===== config.mk =====
export PLATFORM = sky130hd
export DESIGN_NAME = reference_monitor_config
export DESIGN_NICKNAME = d
export VERILOG_FILES = /design/src/hw/refmon_pkg.sv /design/src/hw/guard_if.sv /design/src/hw/reference_monitor_config.sv /design/src/hw/guard_timer.sv
export SDC_FILE = /design/constraint.sdc
export NUM_CORES = 1
export LEC_CHECK = 0
export ABC_CLOCK_PERIOD_IN_PS = 5600
export BUFFER_PORTS_ARGS = -buffer_cell sky130_fd_sc_hd__buf_2
export CAP_MARGIN = 0
export CELL_PAD_IN_SITES_DETAIL_PLACEMENT = 0
export CELL_PAD_IN_SITES_GLOBAL_PLACEMENT = 1
export CORE_MARGIN = 2
export CORE_UTILIZATION = 53
export DETAILED_ROUTE_END_ITERATION = 10
export HOLD_SLACK_MARGIN = 0.1
export PLACE_DENSITY = 0.95
export SLEW_MARGIN = 25
export SYNTH_ARGS = -nofsm -noshare
export SYNTH_HDL_FRONTEND = slang
export SYNTH_HIERARCHICAL = 1
export SYNTH_SLANG_ARGS = --single-unit

===== constraint.sdc =====
create_clock -name ref_clk -period 5.6 [get_ports ref_clk]
set_input_delay 1.12 -clock ref_clk [delete_from_list [all_inputs] [get_ports ref_clk]]
set_output_delay 1.12 -clock ref_clk [all_outputs]
set_load 0.01 [all_outputs]

===== src/hw/refmon_pkg.sv =====
// constants and types for the reference monitor configuration block
// assumes a byte-wide register port on the device system clock
package refmon_pkg;
	localparam int NREF = 2;
	localparam int IND_W = 4;
	localparam int IND_LOS = 0;
	localparam int IND_SCM = 1;
	localparam int IND_CFM = 2;
	localparam int IND_GST = 3;
	localparam int HALVE_BASE = 0;
	localparam int BAL_BASE = 4;
	localparam int FIELD_W = 2;

	// register offsets on the byte register port
	localparam logic [7:0] ADDR_ISR = 8'h02;
	localparam logic [7:0] ADDR_RAW = 8'h07;
	localparam logic [7:0] ADDR_ENABLE = 8'h09;
	localparam logic [7:0] ADDR_SETUP = 8'h0A;
	localparam logic [7:0] ADDR_DROP = 8'h0B;
	localparam logic [7:0] ADDR_ACCEPT = 8'h0C;
	localparam logic [7:0] ADDR_FREEZE = 8'h0D;

	// reset values and the freeze-on code
	localparam logic [7:0] RST_ENABLE = 8'h66;
	localparam logic [7:0] RST_SETUP = 8'h10;
	localparam logic [7:0] RST_DROP = 8'hAA;
	localparam logic [7:0] RST_ACCEPT = 8'h55;
	localparam logic [7:0] RST_FREEZE = 8'h00;
	localparam logic [7:0] FREEZE_ON = 8'h01;

	// delay codes and their times
	localparam logic [1:0] CODE_MIN = 2'h0;
	localparam logic [1:0] CODE_T1 = 2'h1;
	localparam logic [1:0] CODE_T2 = 2'h2;
	localparam int CLK_MHZ = 40;
	localparam int DROP_T1_US = 10000;
	localparam int DROP_T2_US = 50000;
	localparam int DROP_T3_US = 2500000;
	localparam int DROP_T1_CYC = DROP_T1_US * CLK_MHZ;
	localparam int DROP_T2_CYC = DROP_T2_US * CLK_MHZ;
	localparam int DROP_T3_CYC = DROP_T3_US * CLK_MHZ;
	localparam int CNT_W = 27;
	localparam int REP_W = 3;

	typedef enum logic [3:0] {
		ST_OK = 4'h1,
		ST_DROP = 4'h2,
		ST_BAD = 4'h4,
		ST_ACCEPT = 4'h8
	} guard_state_t;
endpackage : refmon_pkg


===== src/hw/guard_if.sv =====
// link between the configuration bank and one guard soak timer
// assumes both ends run on the same system clock
`timescale 1ns/10ps
interface guard_if;
	logic fail;
	logic [1:0] drop_code;
	logic [1:0] accept_code;
	logic qualified;
	logic expire;
	modport ctrl (output fail, drop_code, accept_code,
		input qualified, expire);
	modport timer (input fail, drop_code, accept_code,
		output qualified, expire);
endinterface : guard_if


===== src/hw/reference_monitor_config.sv =====
// configuration bank and input path for two monitored clock references
// assumes monitor levels are synchronous; reference pins are not
// assumes register strobes are single-cycle pulses on ref_clk
//
// Behaviour
// - bits 3:0 of failure enable gate reference 0 indicators los,scm,cfm,gst
// - enable bit zero blocks its indicator, one lets it through
// - blocked indicators never set the failure interrupt status at 0x02
// - raw failure register at 0x07 records every indicator, never gated
// - bits 7:4 give the same four enables for reference 1
// - halve enable high divides that reference clock by two
// - halve enable low passes that reference clock straight through
// - select bits 4 and 5 choose differential or positive-pin input
// - two-bit disqualify code picks minimum, 10 ms, 50 ms or 2.5 s
// - scm or cfm starts disqualify delay; reference dropped when elapsed
// - qualify code picks 2, 4, 6 or 8 disqualify periods
// - qualify delay starts after scm and cfm both clear, then accepted
// - freeze 0x01 stops status updates, 0x00 resumes them
// - guard timer expiry sets the guard soak failure indicator
`timescale 1ns/10ps
module reference_monitor_config #(
	parameter int unsigned T1_CYC = refmon_pkg::DROP_T1_CYC,
	parameter int unsigned T2_CYC = refmon_pkg::DROP_T2_CYC,
	parameter int unsigned T3_CYC = refmon_pkg::DROP_T3_CYC
) (
	input wire logic ref_clk, // 40 MHz system clock
	input wire logic rstn, // async reset, active low
	input wire logic [7:0] reg_addr, // register byte address
	input wire logic [7:0] reg_wdata, // write data
	input wire logic reg_wr, // write strobe, one cycle
	input wire logic reg_rd, // read strobe, one cycle
	output logic [7:0] reg_rdata, // read data, one cycle after strobe
	input wire logic [7:0] fail_level, // monitor levels, raw layout
	input wire logic input0_positive_pin, // reference 0 positive pin
	input wire logic input0_negative_pin, // reference 0 negative pin
	input wire logic input1_positive_pin, // reference 1 positive pin
	input wire logic input1_negative_pin, // reference 1 negative pin
	output logic [1:0] tracked_clk, // clocks toward the tracking loop
	output logic [1:0] input_qualified, // guard timer verdict
	output logic [1:0] ref_fail_flags // interrupt status bits
);
	// per reference slice widths inside the packed byte registers
	localparam int N = refmon_pkg::NREF;
	localparam int W = refmon_pkg::IND_W;
	localparam int F = refmon_pkg::FIELD_W;

	// software visible registers and their next values
	logic [7:0] fail_enable, next_fail_enable;
	logic [7:0] input_setup, next_input_setup;
	logic [7:0] drop_delay, next_drop_delay;
	logic [7:0] accept_delay, next_accept_delay;
	logic [7:0] freeze, next_freeze;
	logic [7:0] latched_status, next_latched_status;
	logic [7:0] pend_raw, next_pend_raw;
	logic [1:0] isr, next_isr;
	logic [1:0] pend_isr, next_pend_isr;
	logic [7:0] next_rdata;
	logic [7:0] events;
	logic [1:0] isr_set;
	logic frozen;
	// reference clock path, one bit per input
	logic [N-1:0] pos_pin, neg_pin;
	logic [N-1:0] pos_s1, pos_s2, neg_s1, neg_s2;
	logic [N-1:0] sel, sel_prev, div, next_div, next_clk, next_sel_prev;
	logic [N-1:0] qual_w;

	assign pos_pin = {input1_positive_pin, input0_positive_pin};
	assign neg_pin = {input1_negative_pin, input0_negative_pin};
	assign frozen = (freeze == refmon_pkg::FREEZE_ON);

	// one timer link per reference: config out, verdict and expiry back
	guard_if gif[N] ();

	// per reference: input receiver, halving, guard timer, gating
	for (genvar r = 0; r < N; r++) begin : g_ref
		// differential receiver modelled as positive high, negative low
		assign sel[r] = input_setup[refmon_pkg::BAL_BASE + r] ?
			(pos_s2[r] & ~neg_s2[r]) : pos_s2[r];
		// divider toggles on each rising edge of the selected input
		assign next_sel_prev[r] = sel[r];
		assign next_div[r] = (sel[r] & ~sel_prev[r]) ? ~div[r] : div[r];
		assign next_clk[r] = input_setup[refmon_pkg::HALVE_BASE + r] ?
			div[r] : sel[r];
		// scm or cfm of this reference starts the disqualify delay
		assign gif[r].fail = fail_level[r*W + refmon_pkg::IND_SCM] |
			fail_level[r*W + refmon_pkg::IND_CFM];
		assign gif[r].drop_code = drop_delay[r*F +: F];
		assign gif[r].accept_code = accept_delay[r*F +: F];
		assign qual_w[r] = gif[r].qualified;
		// los, scm and cfm come from monitors, gst from the timer
		assign events[r*W +: 3] = fail_level[r*W +: 3];
		assign events[r*W + refmon_pkg::IND_GST] = gif[r].expire;
		// only enabled indicators reach the interrupt status
		assign isr_set[r] = |(events[r*W +: W] &
			fail_enable[r*W +: W]);

		// los has no soak behaviour, so the timer never sees it
		guard_timer #(
			.T1_CYC(T1_CYC),
			.T2_CYC(T2_CYC),
			.T3_CYC(T3_CYC)
		) guard_timer_i (
			.ref_clk(ref_clk),
			.rstn(rstn),
			.g(gif[r])
		);
	end

	// pin synchronisers and the clock path registers
	// pins are sampled, so references near half of ref_clk or above alias
	always_ff @(posedge ref_clk or negedge rstn) begin
		if (!rstn) begin
			pos_s1 <= '0;
			pos_s2 <= '0;
			neg_s1 <= '0;
			neg_s2 <= '0;
			sel_prev <= '0;
			div <= '0;
			tracked_clk <= '0;
			input_qualified <= '1;
		end else begin
			pos_s1 <= pos_pin;
			pos_s2 <= pos_s1;
			neg_s1 <= neg_pin;
			neg_s2 <= neg_s1;
			sel_prev <= next_sel_prev;
			div <= next_div;
			tracked_clk <= next_clk;
			input_qualified <= qual_w;
		end
	end

	// register writes and status; hardware set wins over software clear
	always_comb begin
		next_fail_enable = fail_enable;
		next_input_setup = input_setup;
		next_drop_delay = drop_delay;
		next_accept_delay = accept_delay;
		next_freeze = freeze;
		next_latched_status = latched_status;
		next_isr = isr;
		next_pend_raw = pend_raw;
		next_pend_isr = pend_isr;
		// software writes first; status bits clear where a one is written
		if (reg_wr) begin
			case (reg_addr)
				refmon_pkg::ADDR_ENABLE: next_fail_enable = reg_wdata;
				refmon_pkg::ADDR_SETUP: next_input_setup = reg_wdata;
				refmon_pkg::ADDR_DROP: next_drop_delay = reg_wdata;
				refmon_pkg::ADDR_ACCEPT: next_accept_delay = reg_wdata;
				refmon_pkg::ADDR_FREEZE: next_freeze = reg_wdata;
				refmon_pkg::ADDR_RAW:
					next_latched_status = latched_status & ~reg_wdata;
				refmon_pkg::ADDR_ISR: next_isr = isr & ~reg_wdata[1:0];
				default: ;
			endcase
		end
		// hardware sets come after the clear, so a set in one cycle wins
		if (frozen) begin
			// held events are merged once the freeze lifts
			next_pend_raw = pend_raw | events;
			next_pend_isr = pend_isr | isr_set;
		end else begin
			next_latched_status = next_latched_status | events |
				pend_raw;
			next_isr = next_isr | isr_set | pend_isr;
			next_pend_raw = '0;
			next_pend_isr = '0;
		end
	end

	// read mux; unmapped addresses read zero
	always_comb begin
		next_rdata = reg_rdata;
		// reads never clear status; the port sees the registered copy
		if (reg_rd) begin
			case (reg_addr)
				refmon_pkg::ADDR_ENABLE: next_rdata = fail_enable;
				refmon_pkg::ADDR_SETUP: next_rdata = input_setup;
				refmon_pkg::ADDR_DROP: next_rdata = drop_delay;
				refmon_pkg::ADDR_ACCEPT: next_rdata = accept_delay;
				refmon_pkg::ADDR_FREEZE: next_rdata = freeze;
				refmon_pkg::ADDR_RAW: next_rdata = latched_status;
				refmon_pkg::ADDR_ISR: next_rdata = {6'h00, isr};
				default: next_rdata = 8'h00;
			endcase
		end
	end

	// register bank
	always_ff @(posedge ref_clk or negedge rstn) begin
		if (!rstn) begin
			// configuration comes up at its default values
			fail_enable <= refmon_pkg::RST_ENABLE;
			input_setup <= refmon_pkg::RST_SETUP;
			drop_delay <= refmon_pkg::RST_DROP;
			accept_delay <= refmon_pkg::RST_ACCEPT;
			freeze <= refmon_pkg::RST_FREEZE;
			latched_status <= '0;
			pend_raw <= '0;
			isr <= '0;
			pend_isr <= '0;
			reg_rdata <= '0;
			ref_fail_flags <= '0;
		end else begin
			fail_enable <= next_fail_enable;
			input_setup <= next_input_setup;
			drop_delay <= next_drop_delay;
			accept_delay <= next_accept_delay;
			freeze <= next_freeze;
			latched_status <= next_latched_status;
			pend_raw <= next_pend_raw;
			isr <= next_isr;
			pend_isr <= next_pend_isr;
			reg_rdata <= next_rdata;
			// flag pins take the same next value, so they equal isr
			ref_fail_flags <= next_isr;
		end
	end
endmodule : reference_monitor_config


===== src/hw/guard_timer.sv =====
// guard soak timer for one reference: disqualify and qualify delays
// assumes fail is a same-clock level from the frequency monitors
`timescale 1ns/10ps
module guard_timer #(
	parameter int unsigned T1_CYC = refmon_pkg::DROP_T1_CYC,
	parameter int unsigned T2_CYC = refmon_pkg::DROP_T2_CYC,
	parameter int unsigned T3_CYC = refmon_pkg::DROP_T3_CYC
) (
	input wire logic ref_clk, // system clock
	input wire logic rstn, // async reset, active low
	guard_if.timer g // config in, qualification out
);
	localparam int CW = refmon_pkg::CNT_W;
	localparam int RW = refmon_pkg::REP_W;
	refmon_pkg::guard_state_t state, next_state;
	logic [CW-1:0] cnt, next_cnt, limit_last;
	logic [RW-1:0] rep, next_rep, rep_last;
	logic next_qual, next_expire;

	// last count of one disqualify period; minimum code is one cycle
	always_comb begin
		case (g.drop_code)
			refmon_pkg::CODE_MIN: limit_last = '0;
			refmon_pkg::CODE_T1: limit_last = CW'(T1_CYC - 1);
			refmon_pkg::CODE_T2: limit_last = CW'(T2_CYC - 1);
			default: limit_last = CW'(T3_CYC - 1);
		endcase
	end

	// qualify lasts 2, 4, 6 or 8 disqualify periods
	assign rep_last = {g.accept_code, 1'b1};

	// next state; >= tolerates the delay code shrinking mid-count
	always_comb begin
		next_state = state;
		next_cnt = cnt;
		next_rep = rep;
		next_qual = g.qualified;
		next_expire = 1'b0;
		case (state)
			refmon_pkg::ST_OK: begin
				if (g.fail) begin
					next_state = refmon_pkg::ST_DROP;
					next_cnt = '0;
				end
			end
			refmon_pkg::ST_DROP: begin
				if (cnt >= limit_last) begin
					next_state = refmon_pkg::ST_BAD;
					next_qual = 1'b0;
					next_expire = 1'b1;
				end else if (!g.fail) begin
					next_state = refmon_pkg::ST_OK;
				end else begin
					next_cnt = cnt + 1'b1;
				end
			end
			refmon_pkg::ST_BAD: begin
				if (!g.fail) begin
					next_state = refmon_pkg::ST_ACCEPT;
					next_cnt = '0;
					next_rep = '0;
				end
			end
			refmon_pkg::ST_ACCEPT: begin
				if (g.fail) begin
					next_state = refmon_pkg::ST_BAD;
				end else if (cnt >= limit_last) begin
					next_cnt = '0;
					if (rep >= rep_last) begin
						next_state = refmon_pkg::ST_OK;
						next_qual = 1'b1;
					end else begin
						next_rep = rep + 1'b1;
					end
				end else begin
					next_cnt = cnt + 1'b1;
				end
			end
			default: next_state = refmon_pkg::ST_OK;
		endcase
	end

	// state registers
	always_ff @(posedge ref_clk or negedge rstn) begin
		if (!rstn) begin
			state <= refmon_pkg::ST_OK;
			cnt <= '0;
			rep <= '0;
			g.qualified <= 1'b1;
			g.expire <= 1'b0;
		end else begin
			state <= next_state;
			cnt <= next_cnt;
			rep <= next_rep;
			g.qualified <= next_qual;
			g.expire <= next_expire;
		end
	end
endmodule : guard_timer


### Word-level counts from Yosys, hierarchy flattened

Cells that the tools add are included.
Widths: inputs -> output; s select.

* output and inout port bits: 14
* bits in registers: 156
* word-level logic and storage cells: 197

* multiplexer cells: 69
* bitwise logic cells: 24
* reductions and logical operators: 23
* eq/ne operators: 44
* order comparisons: 4
* add/sub/neg operators: 4

Operators with widths (count)
* $mux 27: 12
* $pmux 27 s4: 2
* $pmux 27 s3: 2
* $mux 4: 14
* $pmux 8 s7: 1
* $add 27x1->27 const B: 2
* $ge 27x27->1: 2
* $eq 8x4->1 const B: 5
* $mux 8: 4
* $pmux 4 s4: 2
* $reduce_and 5->1: 6
* $mux 3: 8
* $or 8x8->8: 3
* $ne 2x1->1 const B: 10
* $mux 1: 16
* $ne 2x2->1 const B: 8
* $ne 3x1->1 const B: 4
* $pmux 3 s2: 2
* $reduce_and 6->1: 2
* $reduce_and 2->1: 5
* $and 4x4->4: 2
* $and 8x8->8: 1
* $eq 4x1->1 const B: 2
* $eq 4x2->1 const B: 2
* other kinds (23): 51

### Depth between registers and ports, before layout

* depth in word-level cells: 7
* mapped depth: 13
* gate-level depth less buffers: 11

### By module

The synthesis kept the hierarchy.

By module, submodules not included
* reference_monitor_config: instances 1, sequential area each 2120.8 um^2, cells each 286, area each 3634.7 um^2
* guard_timer (g_ref[0].guard_timer_i): instances 1, sequential area each 903.4 um^2, cells each 308, area each 2793.9 um^2
* guard_timer (g_ref[1].guard_timer_i): instances 1, sequential area each 903.4 um^2, cells each 303, area each 2720.1 um^2

### Least setup slack after synthesis

No wires, ideal clock.

* path kind: register to register
* start point: reg drop_delay[3]
* end point: reg g_ref[1].guard_timer_i.cnt[21]
* path slack: 2.542 ns
* period minus slack after synthesis: 3.058 ns
* arrival: 2.932 ns
* cell stages (with the launch flop): 12
* data required time: 5.474 ns
* library setup time: 0.126 ns
* cells stage by stage: dfstp_2 > ha_1 > inv_1 > ha_1 > and4b_1 > nand2_1 > or3_1 > nor4_2 > a2111oi_4 > clkbuf_1 > and3_1 > a221o_1

* longest elaborated chain between the ends: 6

Ends and longest elaborated chain
* start: declaration: RTL line reference_monitor_config.sv:50 `logic [7:0] drop_delay, next_drop_delay;`
* start signal: assignment: RTL line reference_monitor_config.sv:196 `drop_delay <= refmon_pkg::RST_DROP;`
* start signal: assignment: RTL line reference_monitor_config.sv:208 `drop_delay <= next_drop_delay;`
* $eq 2x2->1, or another cell as far along: RTL line guard_timer.sv:22 `case (g.drop_code)`
* $pmux 27 s3 *: RTL line guard_timer.sv:22
* $ge 27x27->1 *: RTL line guard_timer.sv:48, guard_timer.sv:68
* $mux 27: RTL line guard_timer.sv:68 `end else if (cnt >= limit_last) begin`
* $mux 27: RTL line guard_timer.sv:66 `if (g.fail) begin`
* $pmux 27 s4: RTL line guard_timer.sv:40 `case (state)`
* end signal: assignment: RTL line guard_timer.sv:94 `cnt <= next_cnt;`
* end: declaration: RTL line guard_timer.sv:16 `logic [CW-1:0] cnt, next_cnt, limit_last;`

Mark *: on every way between the ends. The rest lies on a longest branch, timed or not. The select of a mux whose other input is x is not followed.
A chain may end at the register's enable or synchronous reset.

### Worst setup path after layout

* start point: reg drop_delay[1]
* end point: reg g_ref[0].guard_timer_i.cnt[4]

* longest elaborated chain between the ends: 6

Ends and longest elaborated chain (RTL line)
* $eq 2x2->1, or another cell as far along: guard_timer.sv:22
* $pmux 27 s3 *: guard_timer.sv:22
* $ge 27x27->1 *: guard_timer.sv:48, guard_timer.sv:68
* $mux 27: guard_timer.sv:68
* $mux 27: guard_timer.sv:66
* $pmux 27 s4: guard_timer.sv:40
* end signal: assignment: guard_timer.sv:94
* end: declaration: guard_timer.sv:16

Marks and branches as above.

==> qor.yml <==
status: "complete, no violations"
cts_buffer_depth: 2
end_kind: "flip-flop"
slowest_delay_ps: 890
rr_worst_depth: 10
relSlewSlack_pct: 27.1
synthArstFlopShare_pct: 100
cts_resized: 0
largest_reg_flops: 54
ant_nets: 0
power.leakage_nw: 4.57
dieWidth_um: 135
fp.coreArea_um2: 17100
hold_ws_ps: 354
synth_area_per_cell_um2: 10.2
finalSetupViolCount: 0
cts_setup_buffers: 0
crit_top_cell: "ha_1"
synth-seq-cells: 156
placed_area_um2: 9490
grt_overflow: 0
fin_crit_sh_pct: 76.1
diodes: 0
rsz0062_at_grt: "false"
final_max_slew_viol_count: 0
path_cells: "ha_1 -> inv_1 -> ha_1 -> nand4_1 -> a211oi_1 -> a2111oi_0 -> o221ai_4 -> a21o_1 -> or4_1 -> a21oi_1"
ys_warn_count: 6
synth_fp_nets: 979
path_clk_slew_ps: 70
seq_area_frac_synth_pct: 42.9
synthTopCellsByArea: "dfrtp_1 (37%), ha_1 (6.8%), mux2_2 (5.5%)"
peakVddDrop_mv: 0.240
tightestPinTransition_ps: 1080
place.port_buffers: 43
ctsHoldBuffers: 0
start_util_pct: 53.6
cts_tree: "built"
yosys.area.top_type: "dfrtp_1"
drt-initial-drc-count: 509
grt_use_total_pct: 22.8
syn_inst: 897
wl_per_cell_um: 17.4
avgViaCountPerCell: 6.06
vias: 7044
clockRootBuffer: "clkbuf_16"
fmax_mhz: 235
path_class: "flip-flop to flip-flop"
synth_edf_count: 0
areaGrowthSynthToFinish_pct: 10.3
drc_errors: 0
h-tree-depth: 4
syn-cell-area_um2: 9150
die_y_um: 135
place.gp.congestion: 0.826
clock_skew_ps: 10.9
yosys_most_used_dff: "dfrtp_1"
hold_class: "flip-flop to flip-flop"
drive_gt1_share_pct: 19.0
crit_path_max_fanout: 21
grt_max_degree: 59
required_ps: 5940
first_pass_iters: 5
clkLatencyLatePin_ps: 430
fin_tns_setup_ps: 0
cts_sinks: 156
grt_pass1_vias: 6748
drv_cap: 0
antenna_found_initial: 0
fp.dieArea_um2: 18300
drt-total-wl_um: 20300
worst_slack_ps: 1340
dp_hpwl_um: 13900
nNetsFinal: 1006
cellPowerDensity_nw_per_um2: 304
fin_util_pct: 59.2
top_register: "g_ref.guard_timer_i/cnt"
fillers: 1485
arrival_ps: 4600
grt_first_pass_wirelength_um: 33700
period_minus_slack_ps: 4260
final_area_um2: 10100
final_hold_viol_count: 0
place_ws_ps: 1430
yosysUniqueCellTypes: 79
numCtsBuffers: 17
synth_top_area_share_pct: 37.5
startpoint_type: "flip-flop"
rows: 48
io_pins: 46
cpMaxStageDelayCell: "a2111oi_0"
min_path_cells: 0
Yosys cell counts (all sizes together), types with 8 or more instances:
library cell  count
nand2b           11
nor3             15
and2             12
ha               50
a2111oi          15
o22ai             9
a21o             10
a221o            26
mux2i            11
dfstp            19
a221oi            8
nor2             88
mux2             45
o21ai            23
nand2            63
o2bb2ai          12
dfrtp           137
buf              21
a22o              8
and3             28
nand3            30
nand4            15
or3              10
clkbuf           20
xnor2            22
a21oi            40
nor2b            15
inv              35
metal layers:
metal	global-route usage (%)	part of all wire (%)	vias up
met4	6.19	1.4	0
met3	4.30	3.4	29
met5	0	0	-
met2	37.0	48	137
met1	31.6	47	3496
li1	-	-	3382
kinds of logic (layout without fill, tap and decap cells):
logic type               count (synthesis)  after routing  synth area share, %
buffers and inverters                   76            116                 3.76
AND/OR/NAND/NOR                        329            329                 19.9
AO/OA/AOI/OAI                          203            203                 17.2
adder cells (fa/ha/maj)                 51             51                 6.95
flip-flops                             156            156                 42.9
XOR/XNOR                                26             26                 2.49
multiplexers                            56             56                 6.74
worst paths after layout:
check	start	endpoint	slack (ps)
min reg2reg	neg_s1[1]$_DFF_PN0_	neg_s2[1]$_DFF_PN0_	350
max	drop_delay[1]$_DFFE_PN1P_	g_ref[0].guard_timer_i/cnt[4]$_DFFE_PN0P_	1340
max in group asynchronous	rstn	g_ref[0].guard_timer_i/cnt[26]$_DFFE_PN0P_	3920
min in group asynchronous	rstn	g_ref[1].guard_timer_i/cnt[5]$_DFFE_PN0P_	590
min	neg_s1[1]$_DFF_PN0_	neg_s2[1]$_DFF_PN0_	350
max reg2reg	drop_delay[1]$_DFFE_PN1P_	g_ref[0].guard_timer_i/cnt[4]$_DFFE_PN0P_	1340
per-stage QoR:
stage               cells  power (mW)
finish               1162        3.07
detailed placement   1130        1.94
floorplan             897        1.80
global route         1162        3.22
CTS                  1162        3.09
global placement     1130        1.93
power by group:
group / leakage, nW / internal [mW] / switching (mW) / total, mW
logic: 2.27 / 0.220 / 0.403 / 0.623
registers: 2.01 / 1.21 / 0.0999 / 1.31
clock network: 0.287 / 0.599 / 0.543 / 1.14
total: 4.57 / 2.03 / 1.05 / 3.07
cells in the final DEF, fill, tap and decap left out, drive strengths merged, types with 6 or more instances in the layout:
cell / n
dfrtp: 137
nor2: 88
nand2: 63
ha: 50
buf: 49
mux2: 45
inv: 43
a21oi: 40
nand3: 30
and3: 28
a221o: 26
o21ai: 23
xnor2: 22
dfstp: 19
clkbuf: 17
nor2b: 15
nand4: 15
nor3: 15
a2111oi: 15
and2: 12
o2bb2ai: 12
nand2b: 11
mux2i: 11
a21o: 10
or3: 10
o22ai: 9
a22o: 8
a221oi: 8
a211oi: 6
o21a: 6
nor4: 6
clkinv: 6
cell type report:
| class | count | area (um^2) | area share (%) |
|---|---|---|---|
| flip-flops and latches | 156 | 3930 | 38.9 |
| clock buffers | 17 | 425 | 4.21 |
| clock inverters | 15 | 165 | 1.64 |
| multi-input cells | 665 | 4900 | 48.5 |
| inverters | 35 | 131 | 1.30 |
| well taps | 225 | 282 | 2.79 |
| repair buffers | 49 | 267 | 2.64 |
critical path, delay by kind of cell, from the launching register on:
| family | cells | cell delay (ps) |
|---|---|---|
| fa+ha+maj | 2 | 600 |
| buf+inv | 1 | 220 |
| compound gates | 5 | 2110 |
| simple gates | 2 | 660 |
| flops | 1 | 580 |
(Power assumes the default switching activity.)
